==> config.mk <==
export PLATFORM = sky130hd
export DESIGN_NAME = ssp_status_port
export DESIGN_NICKNAME = d
export VERILOG_FILES = /design/src/hw/ssp_pkg.sv /design/src/hw/ssp_baud_gen.sv /design/src/hw/ssp_status_port.sv
export SDC_FILE = /design/constraint.sdc
export NUM_CORES = 1
export LEC_CHECK = 0
export BUFFER_PORTS_ARGS = -buffer_cell sky130_fd_sc_hd__buf_2
export CAP_MARGIN = 25
export CORE_ASPECT_RATIO = 0.7
export CORE_MARGIN = 1
export CORE_UTILIZATION = 51
export DETAILED_ROUTE_END_ITERATION = 8
export PLACE_DENSITY = 0.86
export SYNTH_ARGS = -nofsm -noshare
export SYNTH_HDL_FRONTEND = slang
export SYNTH_HIERARCHICAL = 1
export SYNTH_SLANG_ARGS = --single-unit
==> constraint.sdc <==
create_clock -name clk -period 2.45 [get_ports clk]
set_input_delay 0.1225 -clock clk [delete_from_list [all_inputs] [get_ports clk]]
set_output_delay 0.1225 -clock clk [all_outputs]
set_load 0.05 [all_outputs]
==> src/hw/ssp_pkg.sv <==
`default_nettype none
package ssp_pkg;
  // ****************************************
  // status register bit positions
  // ****************************************
  localparam int STAT_TX_DATA_EMPTY_FLAG_BIT = 7;
  localparam int STAT_RX_FULL_FLAG_BIT = 6;
  localparam int STAT_PER_BIT  = 3;
  localparam int STAT_TX_END_FLAG_BIT = 2;
  localparam int STAT_MPB_BIT  = 1;
  localparam int STAT_TX_MULTIPROC_BIT_BIT = 0;
  // ****************************************
  // pin control register bit positions
  // ****************************************
  localparam int PIN_CLK_DIR_BIT  = 3;
  localparam int PIN_CLK_DATA_BIT = 2;
  localparam int PIN_TXD_DIR_BIT  = 1;
  localparam int PIN_BRK_DATA_BIT = 0;
  localparam logic [3:0] PIN_CTL_RESET    = 4'h0;
  localparam logic [3:0] PIN_RSVD_READ    = 4'h0;
  localparam logic [7:0] BAUD_DIV_RESET   = 8'hFF;
  localparam logic [7:0] RX_DATA_RESET    = 8'h00;
  // ****************************************
  // baud timing: last base tick count per bit (ticks per bit minus one)
  // ****************************************
  localparam logic [4:0] ASYNC_TICKS_PER_BIT = 5'h1F;
  localparam logic [4:0] SYNC_TICKS_PER_BIT  = 5'h03;
  localparam int PRESCALE_STEP_SHIFT = 2;
endpackage
`default_nettype wire

==> src/hw/ssp_baud_gen.sv <==
`default_nettype none
module ssp_baud_gen #(
  parameter int DIV_W = 8
) (
  input  wire logic             clk,
  input  wire logic             rst,
  input  wire logic             restart,
  input  wire logic [1:0]       prescaleSel,
  input  wire logic [DIV_W-1:0] divisor,
  input  wire logic             syncMode,
  output logic                  bitTick
);
  // ****************************************
  // prescaler, divisor and bit counters
  // ****************************************
  logic [5:0]       preCnt_reg, preCnt_next;
  logic [DIV_W-1:0] divCnt_reg, divCnt_next;
  logic [4:0]       bitCnt_reg, bitCnt_next;
  logic             tick_reg, tick_next;
  logic [5:0]       preTop;
  logic [4:0]       bitTop;

  always_comb
  begin
    preTop = 6'((1 << (ssp_pkg::PRESCALE_STEP_SHIFT * prescaleSel)) - 1);
    bitTop = syncMode ? ssp_pkg::SYNC_TICKS_PER_BIT
                      : ssp_pkg::ASYNC_TICKS_PER_BIT;
    preCnt_next = preCnt_reg;
    divCnt_next = divCnt_reg;
    bitCnt_next = bitCnt_reg;
    tick_next   = 1'b0;
    if (restart)
    begin
      preCnt_next = '0;
      divCnt_next = '0;
      bitCnt_next = '0;
    end
    else if (preCnt_reg >= preTop)
    begin
      preCnt_next = '0;
      if (divCnt_reg >= divisor)
      begin
        divCnt_next = '0;
        if (bitCnt_reg >= bitTop)
        begin
          bitCnt_next = '0;
          tick_next   = 1'b1;
        end
        else
          bitCnt_next = bitCnt_reg + 5'h01;
      end
      else
        divCnt_next = divCnt_reg + 1'b1;
    end
    else
      preCnt_next = preCnt_reg + 6'h01;
  end

  always_ff @(posedge clk or posedge rst)
  begin
    if (rst)
    begin
      preCnt_reg <= '0;
      divCnt_reg <= '0;
      bitCnt_reg <= '0;
      tick_reg   <= 1'b0;
    end
    else
    begin
      preCnt_reg <= preCnt_next;
      divCnt_reg <= divCnt_next;
      bitCnt_reg <= bitCnt_next;
      tick_reg   <= tick_next;
    end
  end

  assign bitTick = tick_reg;
endmodule
`default_nettype wire

==> src/hw/ssp_status_port.sv <==
// Contract
// - Set parity error when received ones plus parity disagree with setting.
// - Parity error still loads data, no receive-full; halts receive, sync transmit.
// - Parity error clears on reset, standby, or write 0 after read 1.
// - Receive enable low leaves parity error unchanged.
// - Transmit end sets on reset, standby, TE low, last bit with empty.
// - Transmit end clears on empty-flag clear or transmit data write.
// - Transmit end is read-only.
// - Async multiprocessor receive captures multiprocessor bit, read-only, reset 0.
// - Receive enable low keeps received multiprocessor bit.
// - Transmit multiprocessor bit appended only in async multiprocessor transmit.
// - Pin register readable, writable; power-on clears; manual reset, standby keep.
// - Pin register bits 7..4 read zero; software writes zero.
// - Clock pin driven with clock data when clock direction set.
// - Clock data read returns live clock pin level.
// - Transmit direction set drives break data onto transmit pin.
// - Receive pin level readable regardless of transmit direction.
// - Baud divisor readable, writable; all ones on reset and standby.
// - Bit time is 32 or 4 base ticks of 4^n times (N+1).
// - Divisor spans 0..255; prescale index selects one of four sources.
// - Each channel instance owns its baud generator and divisor.
// - Receive-full sets when a character arrives without error.
`default_nettype none
module ssp_status_port #(
  parameter int DATA_W = 8
) (
  input  wire logic              clk,
  input  wire logic              rst,
  input  wire logic              manualReset,
  input  wire logic              standby,
  input  wire logic              statusRead,
  input  wire logic              statusWrite,
  input  wire logic [7:0]        statusWrData,
  output logic [7:0]             statusRdData,
  input  wire logic              pinCtlWrite,
  input  wire logic [7:0]        pinCtlWrData,
  output logic [7:0]             pinCtlRdData,
  input  wire logic              baudWrite,
  input  wire logic [7:0]        baudWrData,
  output logic [7:0]             baudDivisor,
  input  wire logic              syncMode,
  input  wire logic              parityEnable,
  input  wire logic              oddParity,
  input  wire logic              multiprocMode,
  input  wire logic [1:0]        prescaleSel,
  input  wire logic              receiveEnableCtl,
  input  wire logic              transmitEnableCtl,
  input  wire logic              rxCharDone,
  input  wire logic [DATA_W-1:0] rxShiftData,
  input  wire logic              rxParityBit,
  input  wire logic              rxMpBitIn,
  input  wire logic              txDataWrite,
  input  wire logic              txLoad,
  input  wire logic              txLastBit,
  output logic [DATA_W-1:0]      rxDataReg,
  output logic                   rxHalt,
  output logic                   txHalt,
  output logic                   txMpBitOut,
  output logic                   baudTick,
  input  wire logic              sckIn,
  output logic                   sckOut,
  output logic                   sckOe,
  input  wire logic              rxdIn,
  output logic                   txdOut,
  output logic                   txdOe
);
  // ****************************************
  // status flags
  // ****************************************
  logic              per_reg, per_next, tx_end_flag_reg, tx_end_flag_next;
  logic              tx_data_empty_flag_reg, tx_data_empty_flag_next, rx_full_flag_reg, rx_full_flag_next;
  logic              mpb_reg, mpb_next, tx_multiproc_bit_reg, tx_multiproc_bit_next;
  logic              perArm_reg, perArm_next, tdreArm_reg, tdreArm_next;
  logic              rdrfArm_reg, rdrfArm_next;
  logic [DATA_W-1:0] rxData_reg, rxData_next;
  logic              rxHalt_reg, rxHalt_next, txHalt_reg, txHalt_next;
  logic              mpOut_reg, mpOut_next;
  logic              flagInit, charTaken, parityBad;
  logic              perClr, tdreClr, rdrfClr;

  always_comb
  begin
    flagInit  = manualReset || standby;
    charTaken = rxCharDone && receiveEnableCtl && !per_reg;
    parityBad = !syncMode && parityEnable &&
                ((^rxShiftData ^ rxParityBit) != oddParity);
    perClr  = statusWrite && perArm_reg &&
              !statusWrData[ssp_pkg::STAT_PER_BIT];
    tdreClr = statusWrite && tdreArm_reg &&
              !statusWrData[ssp_pkg::STAT_TX_DATA_EMPTY_FLAG_BIT];
    rdrfClr = statusWrite && rdrfArm_reg &&
              !statusWrData[ssp_pkg::STAT_RX_FULL_FLAG_BIT];
    perArm_next  = statusRead ? per_reg  : (statusWrite ? 1'b0 : perArm_reg);
    tdreArm_next = statusRead ? tx_data_empty_flag_reg : (statusWrite ? 1'b0 : tdreArm_reg);
    rdrfArm_next = statusRead ? rx_full_flag_reg : (statusWrite ? 1'b0 : rdrfArm_reg);
    // receive enable gates only the set, through charTaken; set beats clear
    per_next = (charTaken && parityBad) ? 1'b1 :
               (perClr ? 1'b0 : per_reg);
    rxData_next = charTaken ? rxShiftData : rxData_reg;
    rx_full_flag_next = (charTaken && !parityBad) ? 1'b1 :
                (rdrfClr ? 1'b0 : rx_full_flag_reg);
    mpb_next = (charTaken && !syncMode && multiprocMode) ? rxMpBitIn : mpb_reg;
    // transmit empty follows the same set-wins policy
    tx_data_empty_flag_next = (!transmitEnableCtl || txLoad) ? 1'b1 :
                ((tdreClr || txDataWrite) ? 1'b0 : tx_data_empty_flag_reg);
    tx_end_flag_next = (!transmitEnableCtl || (txLastBit && tx_data_empty_flag_reg)) ? 1'b1 :
                ((tdreClr || txDataWrite) ? 1'b0 : tx_end_flag_reg);
    // only the multiprocessor transmit bit is writable
    tx_multiproc_bit_next = statusWrite ? statusWrData[ssp_pkg::STAT_TX_MULTIPROC_BIT_BIT] : tx_multiproc_bit_reg;
    rxHalt_next = per_next;
    txHalt_next = per_next && syncMode;
    // appended bit only when it applies
    mpOut_next = tx_multiproc_bit_reg && !syncMode && multiprocMode && transmitEnableCtl;
    if (flagInit)
    begin
      per_next     = 1'b0;
      rx_full_flag_next    = 1'b0;
      tx_data_empty_flag_next    = 1'b1;
      tx_end_flag_next    = 1'b1;
      perArm_next  = 1'b0;
      tdreArm_next = 1'b0;
      rdrfArm_next = 1'b0;
      rxHalt_next  = 1'b0;
      txHalt_next  = 1'b0;
    end
  end

  always_ff @(posedge clk or posedge rst)
  begin
    if (rst)
    begin
      per_reg     <= 1'b0;
      rx_full_flag_reg    <= 1'b0;
      tx_data_empty_flag_reg    <= 1'b1;
      tx_end_flag_reg    <= 1'b1;
      mpb_reg     <= 1'b0;
      tx_multiproc_bit_reg    <= 1'b0;
      perArm_reg  <= 1'b0;
      tdreArm_reg <= 1'b0;
      rdrfArm_reg <= 1'b0;
      rxData_reg  <= ssp_pkg::RX_DATA_RESET;
      rxHalt_reg  <= 1'b0;
      txHalt_reg  <= 1'b0;
      mpOut_reg   <= 1'b0;
    end
    else
    begin
      per_reg     <= per_next;
      rx_full_flag_reg    <= rx_full_flag_next;
      tx_data_empty_flag_reg    <= tx_data_empty_flag_next;
      tx_end_flag_reg    <= tx_end_flag_next;
      mpb_reg     <= mpb_next;
      tx_multiproc_bit_reg    <= tx_multiproc_bit_next;
      perArm_reg  <= perArm_next;
      tdreArm_reg <= tdreArm_next;
      rdrfArm_reg <= rdrfArm_next;
      rxData_reg  <= rxData_next;
      rxHalt_reg  <= rxHalt_next;
      txHalt_reg  <= txHalt_next;
      mpOut_reg   <= mpOut_next;
    end
  end

  // ****************************************
  // pin control and baud divisor
  // ****************************************
  logic [3:0] pinCtl_reg, pinCtl_next;
  logic [7:0] pinRd_reg, pinRd_next;
  logic [7:0] baud_reg, baud_next;

  always_comb
  begin
    // only power-on reset clears, manual reset and standby keep
    pinCtl_next = pinCtlWrite ? pinCtlWrData[3:0] : pinCtl_reg;
    pinRd_next = {ssp_pkg::PIN_RSVD_READ,
                  pinCtl_reg[ssp_pkg::PIN_CLK_DIR_BIT], sckIn,
                  pinCtl_reg[ssp_pkg::PIN_TXD_DIR_BIT], rxdIn};
    // divisor init on reset and standby
    baud_next = (manualReset || standby) ? ssp_pkg::BAUD_DIV_RESET :
                (baudWrite ? baudWrData : baud_reg);
  end

  always_ff @(posedge clk or posedge rst)
  begin
    if (rst)
    begin
      pinCtl_reg <= ssp_pkg::PIN_CTL_RESET;
      pinRd_reg  <= 8'h00;
      baud_reg   <= ssp_pkg::BAUD_DIV_RESET;
    end
    else
    begin
      pinCtl_reg <= pinCtl_next;
      pinRd_reg  <= pinRd_next;
      baud_reg   <= baud_next;
    end
  end

  ssp_baud_gen #(
    .DIV_W (8)
  ) u_baud (
    .clk         (clk),
    .rst         (rst),
    .restart     (baudWrite || manualReset || standby),
    .prescaleSel (prescaleSel),
    .divisor     (baud_reg),
    .syncMode    (syncMode),
    .bitTick     (baudTick)
  );

  // ****************************************
  // outputs
  // ****************************************
  assign statusRdData = {tx_data_empty_flag_reg, rx_full_flag_reg, 2'h0, per_reg, tx_end_flag_reg,
                         mpb_reg, tx_multiproc_bit_reg};
  assign pinCtlRdData = pinRd_reg;
  assign baudDivisor  = baud_reg;
  assign rxDataReg    = rxData_reg;
  assign rxHalt       = rxHalt_reg;
  assign txHalt       = txHalt_reg;
  assign txMpBitOut   = mpOut_reg;
  assign sckOe  = pinCtl_reg[ssp_pkg::PIN_CLK_DIR_BIT];
  assign sckOut = pinCtl_reg[ssp_pkg::PIN_CLK_DATA_BIT];
  assign txdOe  = pinCtl_reg[ssp_pkg::PIN_TXD_DIR_BIT];
  assign txdOut = pinCtl_reg[ssp_pkg::PIN_BRK_DATA_BIT];

  // ****************************************
  // assertions
  // ****************************************
  AST_PER_SET: assert property (@(posedge clk) disable iff (rst)
    charTaken && parityBad && !flagInit |=> per_reg)
    else $error("parity error not flagged");
  AST_PER_NO_FULL: assert property (@(posedge clk) disable iff (rst)
    charTaken && parityBad && !flagInit && !rx_full_flag_reg |=> !rx_full_flag_reg
      && rxData_reg == $past(rxShiftData))
    else $error("parity error char handled wrongly");
  AST_PER_CLR: assert property (@(posedge clk) disable iff (rst)
    statusRead && per_reg ##1 !statusWrite ##1 statusWrite
      && !statusWrData[ssp_pkg::STAT_PER_BIT] |=> !per_reg)
    else $error("parity error not cleared");
  AST_PER_HOLD: assert property (@(posedge clk) disable iff (rst)
    $fell(receiveEnableCtl) && !statusWrite && !flagInit |=>
      per_reg == $past(per_reg))
    else $error("parity error moved on receive disable");
  AST_TX_END_FLAG_SET: assert property (@(posedge clk) disable iff (rst)
    txLastBit && tx_data_empty_flag_reg |=> tx_end_flag_reg)
    else $error("transmit end not set");
  AST_TX_END_FLAG_CLR: assert property (@(posedge clk) disable iff (rst)
    txDataWrite && transmitEnableCtl && !txLastBit && !flagInit |=> !tx_end_flag_reg)
    else $error("transmit end not cleared");
  AST_TX_END_FLAG_RO: assert property (@(posedge clk) disable iff (rst)
    statusWrite && !tx_end_flag_reg && !txLastBit && transmitEnableCtl
      && !flagInit |=> !tx_end_flag_reg)
    else $error("transmit end written");
  AST_MPB_CAP: assert property (@(posedge clk) disable iff (rst)
    charTaken && !syncMode && multiprocMode |=> mpb_reg == $past(rxMpBitIn))
    else $error("multiprocessor bit not captured");
  AST_MPB_HOLD: assert property (@(posedge clk) disable iff (rst)
    !receiveEnableCtl |=> $stable(mpb_reg))
    else $error("multiprocessor bit changed while disabled");
  AST_TX_MULTIPROC_BIT_GATE: assert property (@(posedge clk) disable iff (rst)
    syncMode || !multiprocMode |=> !txMpBitOut)
    else $error("transmit multiprocessor bit leaked");
  AST_PIN_KEEP: assert property (@(posedge clk) disable iff (rst)
    !pinCtlWrite |=> $stable(pinCtl_reg))
    else $error("pin control changed without write");
  AST_PIN_RD: assert property (@(posedge clk) disable iff (rst)
    1'b1 |=> pinCtlRdData[7:4] == 4'h0
      && pinCtlRdData[ssp_pkg::PIN_CLK_DATA_BIT] == $past(sckIn)
      && pinCtlRdData[ssp_pkg::PIN_BRK_DATA_BIT] == $past(rxdIn))
    else $error("pin readback wrong");
  AST_TXD_DRV: assert property (@(posedge clk) disable iff (rst)
    pinCtlWrite |=> txdOe == $past(pinCtlWrData[ssp_pkg::PIN_TXD_DIR_BIT])
      && txdOut == $past(pinCtlWrData[ssp_pkg::PIN_BRK_DATA_BIT]))
    else $error("break drive wrong");
  AST_BAUD_INIT: assert property (@(posedge clk) disable iff (rst)
    standby |=> baudDivisor == ssp_pkg::BAUD_DIV_RESET)
    else $error("divisor not reinitialised");
endmodule
`default_nettype wire

### Yosys cells after proc, flatten, opt, wreduce, memory -nomap -nowiden

Index checks and enable logic that the tools add are counted.

| word-level totals | value |
|---|---|
| flip-flop bits (word level) | 55 |
| bits of input ports | 56 |
| output and inout port bits | 40 |
| word-level logic and storage cells | 105 |

| cells by class | value |
|---|---|
| add/sub/neg operators | 4 |
| magnitude comparators | 3 |
| equal/unequal tests | 1 |
| shifts and indexed selects | 1 |
| mux-type cells | 35 |
| bitwise logic cells | 1 |
| reductions and logical operators | 41 |

Operator list:

| operator | count |
|---|---|
| 8-bit two-way mux | 5 |
| 5-bit two-way mux | 5 |
| 1-bit two-way mux | 23 |
| 1-bit logical AND | 19 |
| 6-bit two-way mux | 2 |
| 3-bit nonzero test | 4 |
| 8-bit by 1-bit adder with 8-bit output, second input constant | 1 |
| 8-bit >= comparator | 1 |
| 8-bit XOR reduction | 1 |
| 1-bit logical NOT | 7 |
| 6-bit by 1-bit adder with 6-bit output, second input constant | 1 |
| 6-bit >= comparator | 1 |
| 1-bit logical OR | 6 |
| 2-bit nonzero test | 3 |
| 1-bit by 3-bit << shifter with 6-bit output, first input constant | 1 |
| 6-bit by 2-bit subtractor with 6-bit output, second input constant | 1 |
| 5-bit by 1-bit adder with 5-bit output, second input constant | 1 |
| 5-bit >= comparator | 1 |
| 2-bit AND reduction | 1 |
| 1-bit inequality test | 1 |
| 1-bit bitwise XOR | 1 |

### Depth between registers and ports, before layout

Gate-level depths: netlist (run 1).

| logic depth | value |
|---|---|
| word-level depth | 8 |
| depth in mapped cells | 9 |
| depth with buffers taken out | 8 |

### Cells and area by module

The synthesis (run 1) kept the hierarchy.

Modules (own cells, without submodules):

| module | times used | cells each | area an instance (um2) | sequential area each (um2) |
|---|---|---|---|---|
| ssp_status_port | 1 | 120 | 1540.2 | 888.4 |
| ssp_baud_gen | 1 | 159 | 1410.1 | 500.5 |

### Worst setup path before layout (run 1)

No wires, ideal clock.

| path | value |
|---|---|
| path type | flip-flop to flip-flop |
| start point | reg baud_reg[2] (netlist: baudDivisor[2]) |
| end point | reg u_baud.divCnt_reg[6] |
| setup time | 0.082 ns |
| arrival time | 2.225 ns |
| required time | 2.368 ns |
| slack | 0.142 ns |
| cell stages (with the launch flop) | 8 |
| path buffers | 0 |
| period minus slack after synthesis | 2.308 ns |
| cells stage by stage | dfstp_2 -> inv_1 -> ha_1 -> a211oi_2 -> o21ai_1 -> a21o_1 -> or4_1 -> a31oi_1 |

| between the ends | value |
|---|---|
| longest elaborated chain between the ends | 4 |

RTL lines:

| item | RTL line | RTL |
|---|---|---|
| start, declared | ssp_status_port.sv:169 | `logic [7:0] baud_reg, baud_next;` |
| start signal, assigned | ssp_status_port.sv:189 | `baud_reg <= ssp_pkg::BAUD_DIV_RESET;` |
| start signal, assigned | ssp_status_port.sv:195 | `baud_reg <= baud_next;` |
| 8-bit >= comparator | ssp_baud_gen.sv:41 | `if (divCnt_reg >= divisor)` |
| 8-bit two-way mux | ssp_baud_gen.sv:41 |  |
| 8-bit two-way mux | ssp_baud_gen.sv:38 | `else if (preCnt_reg >= preTop)` |
| 8-bit two-way mux | ssp_baud_gen.sv:32 | `if (restart)` |
| end signal, assigned | ssp_baud_gen.sv:71 | `divCnt_reg <= divCnt_next;` |
| end, declared | ssp_baud_gen.sv:17 | `logic [DIV_W-1:0] divCnt_reg, divCnt_next;` |

Every way passes these cells. The select of a mux whose other input is x is not followed.
A chain may end at the register's enable or synchronous reset.

### Final worst setup path (run 1)

Same ends and word-level chain as after synthesis.

==> impl_metrics.env, run 1 <==
export IMPL_grt_max_degree=36
export IMPL_ir_drop_uv=505.2
export IMPL_required_ns=2.70
export IMPL_cp_start_kind="flip-flop"
export IMPL_grt_pass1_vias=2300
export IMPL_drc=0
export IMPL_slew_limit_headroom=0.4927
export IMPL_nets=436
export IMPL_place_area_sq_um=3368
export IMPL_gp_congestion=0.8421
export IMPL_cts_buffers=5
export IMPL_core_sq_um=5395
export IMPL_yosysMostFrequentCell="dfrtp_1"
export IMPL_n_antenna_cell=0
export IMPL_p_comb_frac=0.219
export IMPL_routedWlPerCell_microns=14.62
export IMPL_finalCriticalPeriod_ns=2.272
export IMPL_die_width_microns=92.91
export IMPL_crit_type="reg2reg"
export IMPL_outcome="completed"
export IMPL_drv_slew=0
export IMPL_routed_wl_microns=6330
export IMPL_setup_viol=0
export IMPL_dr_first_iter_drc_count=154
export IMPL_fin_area_sq_um=3503
export IMPL_arrival_ns=2.52
export IMPL_critPathMaxFanout=6
export IMPL_grt_pass1_wl_microns=10500
export IMPL_worstMarginPinSlew_ns=0.7602
export IMPL_initial_utilization=0.5468
export IMPL_grt_setup_unrepaired="false"
export IMPL_avgSynthCellArea_sq_um=10.57
export IMPL_routed_via_density=5.513
export IMPL_finalNonFillerCells=433
export IMPL_period_share=0.9273
export IMPL_place_hpwl_microns=4743
export IMPL_rows=22
export IMPL_layout_drive_gt1_share=0.3352
export IMPL_htreeDepth=2
export IMPL_internal_power_uw=1300
export IMPL_clk_latency_ns=0.33
export IMPL_clk_pin_slew_ns=0.11
export IMPL_synth_area_top_cells="dfrtp_1 38%, dfstp_2 8.9%, ha_1 8.5%"
export IMPL_synth_edf_count=0
export IMPL_p_per_area_nw_per_um2=555.0
export IMPL_synthesis_area_sq_um=2950
export IMPL_cts_resized=0
export IMPL_cts_tree="done"
export IMPL_dieArea_sq_um=6098
export IMPL_skew_ns=0.01450
export IMPL_cp_end_kind="flip-flop"
export IMPL_whs_ns=0.008692
export IMPL_fmax_mhz=440.2
export IMPL_vias=2387
export IMPL_num_fill_cells=447
export IMPL_p_leak_uw=0.001684
export IMPL_synth_cells=279
export IMPL_clkPwrFrac=0.275
export IMPL_synth_distinct_cells=48
export IMPL_root_buffer="clkbuf_8"
export IMPL_hp_class="in2reg"
export IMPL_synth_seq_cells=55
export IMPL_yosysTopAreaCell="dfrtp_1"
export IMPL_synth_top_cell_area_share=0.3817
export IMPL_cap_violations=0
export IMPL_portBuffers=81
export IMPL_ys_seq_area_frac=0.4707
export IMPL_antenna_found_initial=0
export IMPL_synthToLayoutAreaGrowth_pct=18.74
export IMPL_ys_dominant_reg_cell="dfrtp_1"
export IMPL_cts_sinks=55
export IMPL_finalHoldViolCount=0
export IMPL_grt_remaining_overflow=0
export IMPL_netSwitchingFraction=0.3315
export IMPL_switching_power_uw=644.7
export IMPL_synth_async_reset_ratio=1.000
export IMPL_ios=96
export IMPL_cts_buffer_depth=2
export IMPL_tns_ns=0
export IMPL_ys_warn_count=6
export IMPL_die_h_microns=65.64
export IMPL_ys_top_cells_by_count="45 x dfrtp_1, 22 x nand2_1, 21 x inv_1"
export IMPL_track_usage=0.2266
export IMPL_firstDrtPassIters=4
export IMPL_sequentialPowerShare=0.505
export IMPL_dp_cells=421
export IMPL_ant_nets=0
## cell usage in the layout (no fill, tap or decap), drive strengths merged, types with 4 or more instances in the layout
master / instances
buf: 84
dfrtp: 45
inv: 23
nand2: 22
ha: 20
nor2: 15
mux2: 14
a21oi: 12
nand3: 11
dfstp: 10
o21ai: 10
mux2i: 8
or3: 8
xnor2: 6
conb: 6
nor3b: 5
xor2: 5
clkbuf: 5
o32ai: 5
a211oi: 5
a31oi: 4
dlygate4sd3: 4
## per-stage QoR
step,setup slack (ns),power (uW),utilization
after detailed placement,0.1867,1423,0.6243
after floorplan,0.1425,1318,-
after global routing,0.05314,2020,0.6494
after global placement,0.2633,1410,0.6243
final,0.1781,1944,0.6494
after CTS,0.1698,1958,0.6494
## worst paths after layout
check	start	end	slack, ns	depth (start not counted)
worst max-delay path	baudDivisor[2]$_DFFE_PP1P_	u_baud/divCnt_reg[6]$_DFFE_PP0P_	0.18	7
worst min-delay path	baudWrData[6]	baudDivisor[6]$_DFFE_PP1P_	0.009	3
worst max register to register	baudDivisor[2]$_DFFE_PP1P_	u_baud/divCnt_reg[6]$_DFFE_PP0P_	0.18	7
worst min register to register	pinCtl_reg[1]$_DFFE_PP0P_	pinCtlRdData[1]$_DFF_PP0_	0.42	0
max in group asynchronous	rst	u_baud/preCnt_reg[3]$_DFF_PP0_	1.48	3
min in group asynchronous	rst	tdreArm_reg$_DFFE_PP0P_	0.45	4
## critical path, stage by stage (launching register included)
cell and delay, ns:
dfstp_2 0.56, inv_1 0.05, ha_1 0.32, a211oi_2 0.22
o21ai_1 0.12, a21o_1 0.27, or4_1 0.51, a31oi_1 0.17
## power groups by stage
stage | clock network, uW | logic, uW | registers [uW]
after floorplan | 0 | 189 | 1130
after global placement | 0 | 415 | 995
after detailed placement | 0 | 424 | 999
after CTS | 546 | 430 | 983
after global routing | 580 | 452 | 987
final | 535 | 427 | 982
## layout make-up
type	count	area [sq um]	area share
Clock inverter	3	26.28	0.007500
Sequential cell	55	1389	0.3964
Inverter	21	78.83	0.02250
Tap cell	72	90.09	0.02571
Clock buffer	5	68.82	0.01964
Multi-Input combinational cell	189	1383	0.3946
Timing Repair Buffer	88	467.9	0.1336
## kinds of logic after synthesis
family,share of synthesized area
adder cells (fa/ha/maj),0.08482
buffers and inverters,0.06701
flip-flops,0.4707
XOR/XNOR,0.04029
multiplexers,0.08058
other,0.001271
AO/OA/AOI/OAI,0.1170
AND/OR/NAND/NOR,0.1383
## metal layers
metal,GRT usage,part of all wire,vias up
met1,0.2772,0.43,1156
met2,0.3961,0.50,82
met3,0.04398,0.052,11
li1,-,-,1138
met5,0,0,-
met4,0.09231,0.022,0
## repair_timing
item / 4_1_cts / 5_1_grt
hold endpoints to repair: 48 / 0
buffers inserted: 0 / 0
hold buffers: 4 / 0
(Power assumes the default switching activity.)
==> run 2, diff against run 1 <==
--- a/config.mk
+++ b/config.mk
@@ -11,7 +11,9 @@
 export CORE_MARGIN = 1
 export CORE_UTILIZATION = 51
 export DETAILED_ROUTE_END_ITERATION = 8
+export MAX_ROUTING_LAYER = met4
 export PLACE_DENSITY = 0.86
+export SLEW_MARGIN = 20
 export SYNTH_ARGS = -nofsm -noshare
 export SYNTH_HDL_FRONTEND = slang
 export SYNTH_HIERARCHICAL = 1
==> run 2 against run 1 <==
Net effect: clock skew shrank 0.0025 ns; clock power is essentially flat; fmax is essentially flat; die area is the same; highest routed layer unchanged.
==> impl_metrics.env, run 2 (synthesized netlist as in run 1, its figures left out) <==
export IMPL_outcome="completed"
export IMPL_grt_remaining_overflow=0
export IMPL_required_ns=2.70
export IMPL_arrival_ns=2.52
export IMPL_ir_drop_uv=504.5
export IMPL_clk_pin_slew_ns=0.11
export IMPL_rows=22
export IMPL_portBuffers=81
export IMPL_dr_first_iter_drc_count=161
export IMPL_nets=436
export IMPL_p_per_area_nw_per_um2=555.4
export IMPL_fin_ws_ns=0.1774
export IMPL_routed_via_density=5.478
export IMPL_place_hpwl_microns=4743
export IMPL_cts_buffer_depth=2
export IMPL_fin_area_sq_um=3503
export IMPL_preCtsSetupSlack_ns=0.1867
export IMPL_core_sq_um=5395
export IMPL_root_buffer="clkbuf_8"
export IMPL_slew_limit_headroom=0.4933
export IMPL_finalHoldViolCount=0
export IMPL_n_antenna_cell=0
export IMPL_routed_wl_microns=6324
export IMPL_cp_start_kind="flip-flop"
export IMPL_tns_ns=0
export IMPL_place_area_sq_um=3368
export IMPL_finalCriticalPeriod_ns=2.273
export IMPL_grt_pass1_wl_microns=10510
export IMPL_cap_violations=0
export IMPL_grt_setup_unrepaired="false"
export IMPL_p_leak_uw=0.001684
export IMPL_firstDrtPassIters=4
export IMPL_critPathMaxFanout=6
export IMPL_most_common_layout_cells="81 x buf_2, 45 x dfrtp_1, 22 x nand2_1, 21 x inv_1, 20 x ha_1"
export IMPL_initial_utilization=0.5468
export IMPL_grt_pass1_vias=2297
export IMPL_routedWlPerCell_microns=14.61
export IMPL_crit_type="reg2reg"
export IMPL_die_h_microns=65.64
export IMPL_die_width_microns=92.91
export IMPL_grt_max_degree=36
export IMPL_antenna_found_initial=0
export IMPL_setup_viol=0
export IMPL_synthToLayoutAreaGrowth_pct=18.74
export IMPL_ios=96
export IMPL_layout_drive_gt1_share=0.3352
export IMPL_drc=0
export IMPL_drv_slew=0
export IMPL_skew_ns=0.01196
export IMPL_track_usage=0.2333
export IMPL_ant_nets=0
export IMPL_fmax_mhz=440.0
export IMPL_cp_slowest_cell="dfstp_2"
export IMPL_cts_setup_buffers=0
export IMPL_htreeDepth=2
export IMPL_cp_cell_sequence="inv_1, ha_1, a211oi_2, o21ai_1, a21o_1, or4_1, a31oi_1"
export IMPL_cts_buffers=5
export IMPL_gp_congestion=0.8552
export IMPL_hp_class="in2reg"
export IMPL_cp_end_kind="flip-flop"
export IMPL_period_share=0.9276
export IMPL_worstMarginPinSlew_ns=0.7592
export IMPL_vias=2372
export IMPL_clk_latency_ns=0.33
export IMPL_crit_path_max_incr_delay_ns=0.56
export IMPL_cts_tree="done"
export IMPL_dieArea_sq_um=6098
export IMPL_final_common_cell="buf_2"
export IMPL_cts_sinks=55
[run 2: stage by stage]
| stage | hold slack [ns] | cells | util | total power [uW] |
|---|---|---|---|---|
| global placement | 0.2326 | 421 | 0.6243 | 1410 |
| finish | 0.007901 | 433 | 0.6494 | 1946 |
| floorplan | 0.08633 | 284 | - | 1318 |
| CTS | 0.007209 | 433 | 0.6494 | 1958 |
| global route | 0.004448 | 433 | 0.6494 | 2020 |
| detailed placement | 0.2320 | 421 | 0.6243 | 1423 |
[run 2: timing repair]
item,CTS,global route
hold buffers,4,0
gates resized for setup,0,0
hold endpoints to repair,48,0
[run 2: power breakdown]
group	leakage (uW)	internal (uW)	switching, uW
clock	0.0000491	211	326
sequential	0.000692	957	25.3
combinational	0.000942	132	295
[run 2: layout make-up]
| cell class | instances | area, sq um |
|---|---|---|
| fillers | 447 | 1892 |
| flip-flops and latches | 55 | 1389 |
| multi-input cells | 189 | 1383 |
| repair buffers | 88 | 467.9 |
| well taps | 72 | 90.09 |
| inverters | 21 | 78.83 |
| clock buffers | 5 | 68.82 |
| clock inverters | 3 | 26.28 |
[run 2: worst max-delay path: cells and delay by family, from the launching register on]
family,cells,cell delay [ns]
AO/OA/AOI/OAI,4,0.78
buffers and inverters,1,0.05
flip-flops,1,0.56
AND/OR/NAND/NOR,1,0.51
adder cells (fa/ha/maj),1,0.32
[run 2: layer usage]
layer	share of wire	routed length, microns	vias up	global-route usage
li1	-	-	1132	-
met2	0.49	3118	74	0.3961
met3	0.046	293	11	0.04167
met5	0	0	-	-
met1	0.44	2773	1155	0.2794
met4	0.022	138	0	0.09231
[run 2: final timing paths]
path | startpoint | endpoint | slack [ns] | cells after the start
max | baudDivisor[2]$_DFFE_PP1P_ | u_baud/divCnt_reg[6]$_DFFE_PP0P_ | 0.18 | 7
min | baudWrData[6] | baudDivisor[6]$_DFFE_PP1P_ | 0.008 | 3
max reg2reg | baudDivisor[2]$_DFFE_PP1P_ | u_baud/divCnt_reg[6]$_DFFE_PP0P_ | 0.18 | 7
min reg2reg | pinCtl_reg[1]$_DFFE_PP0P_ | pinCtlRdData[1]$_DFF_PP0_ | 0.42 | 0
max in group asynchronous | rst | u_baud/preCnt_reg[0]$_DFF_PP0_ | 1.48 | 3
min in group asynchronous | rst | tdreArm_reg$_DFFE_PP0P_ | 0.44 | 4
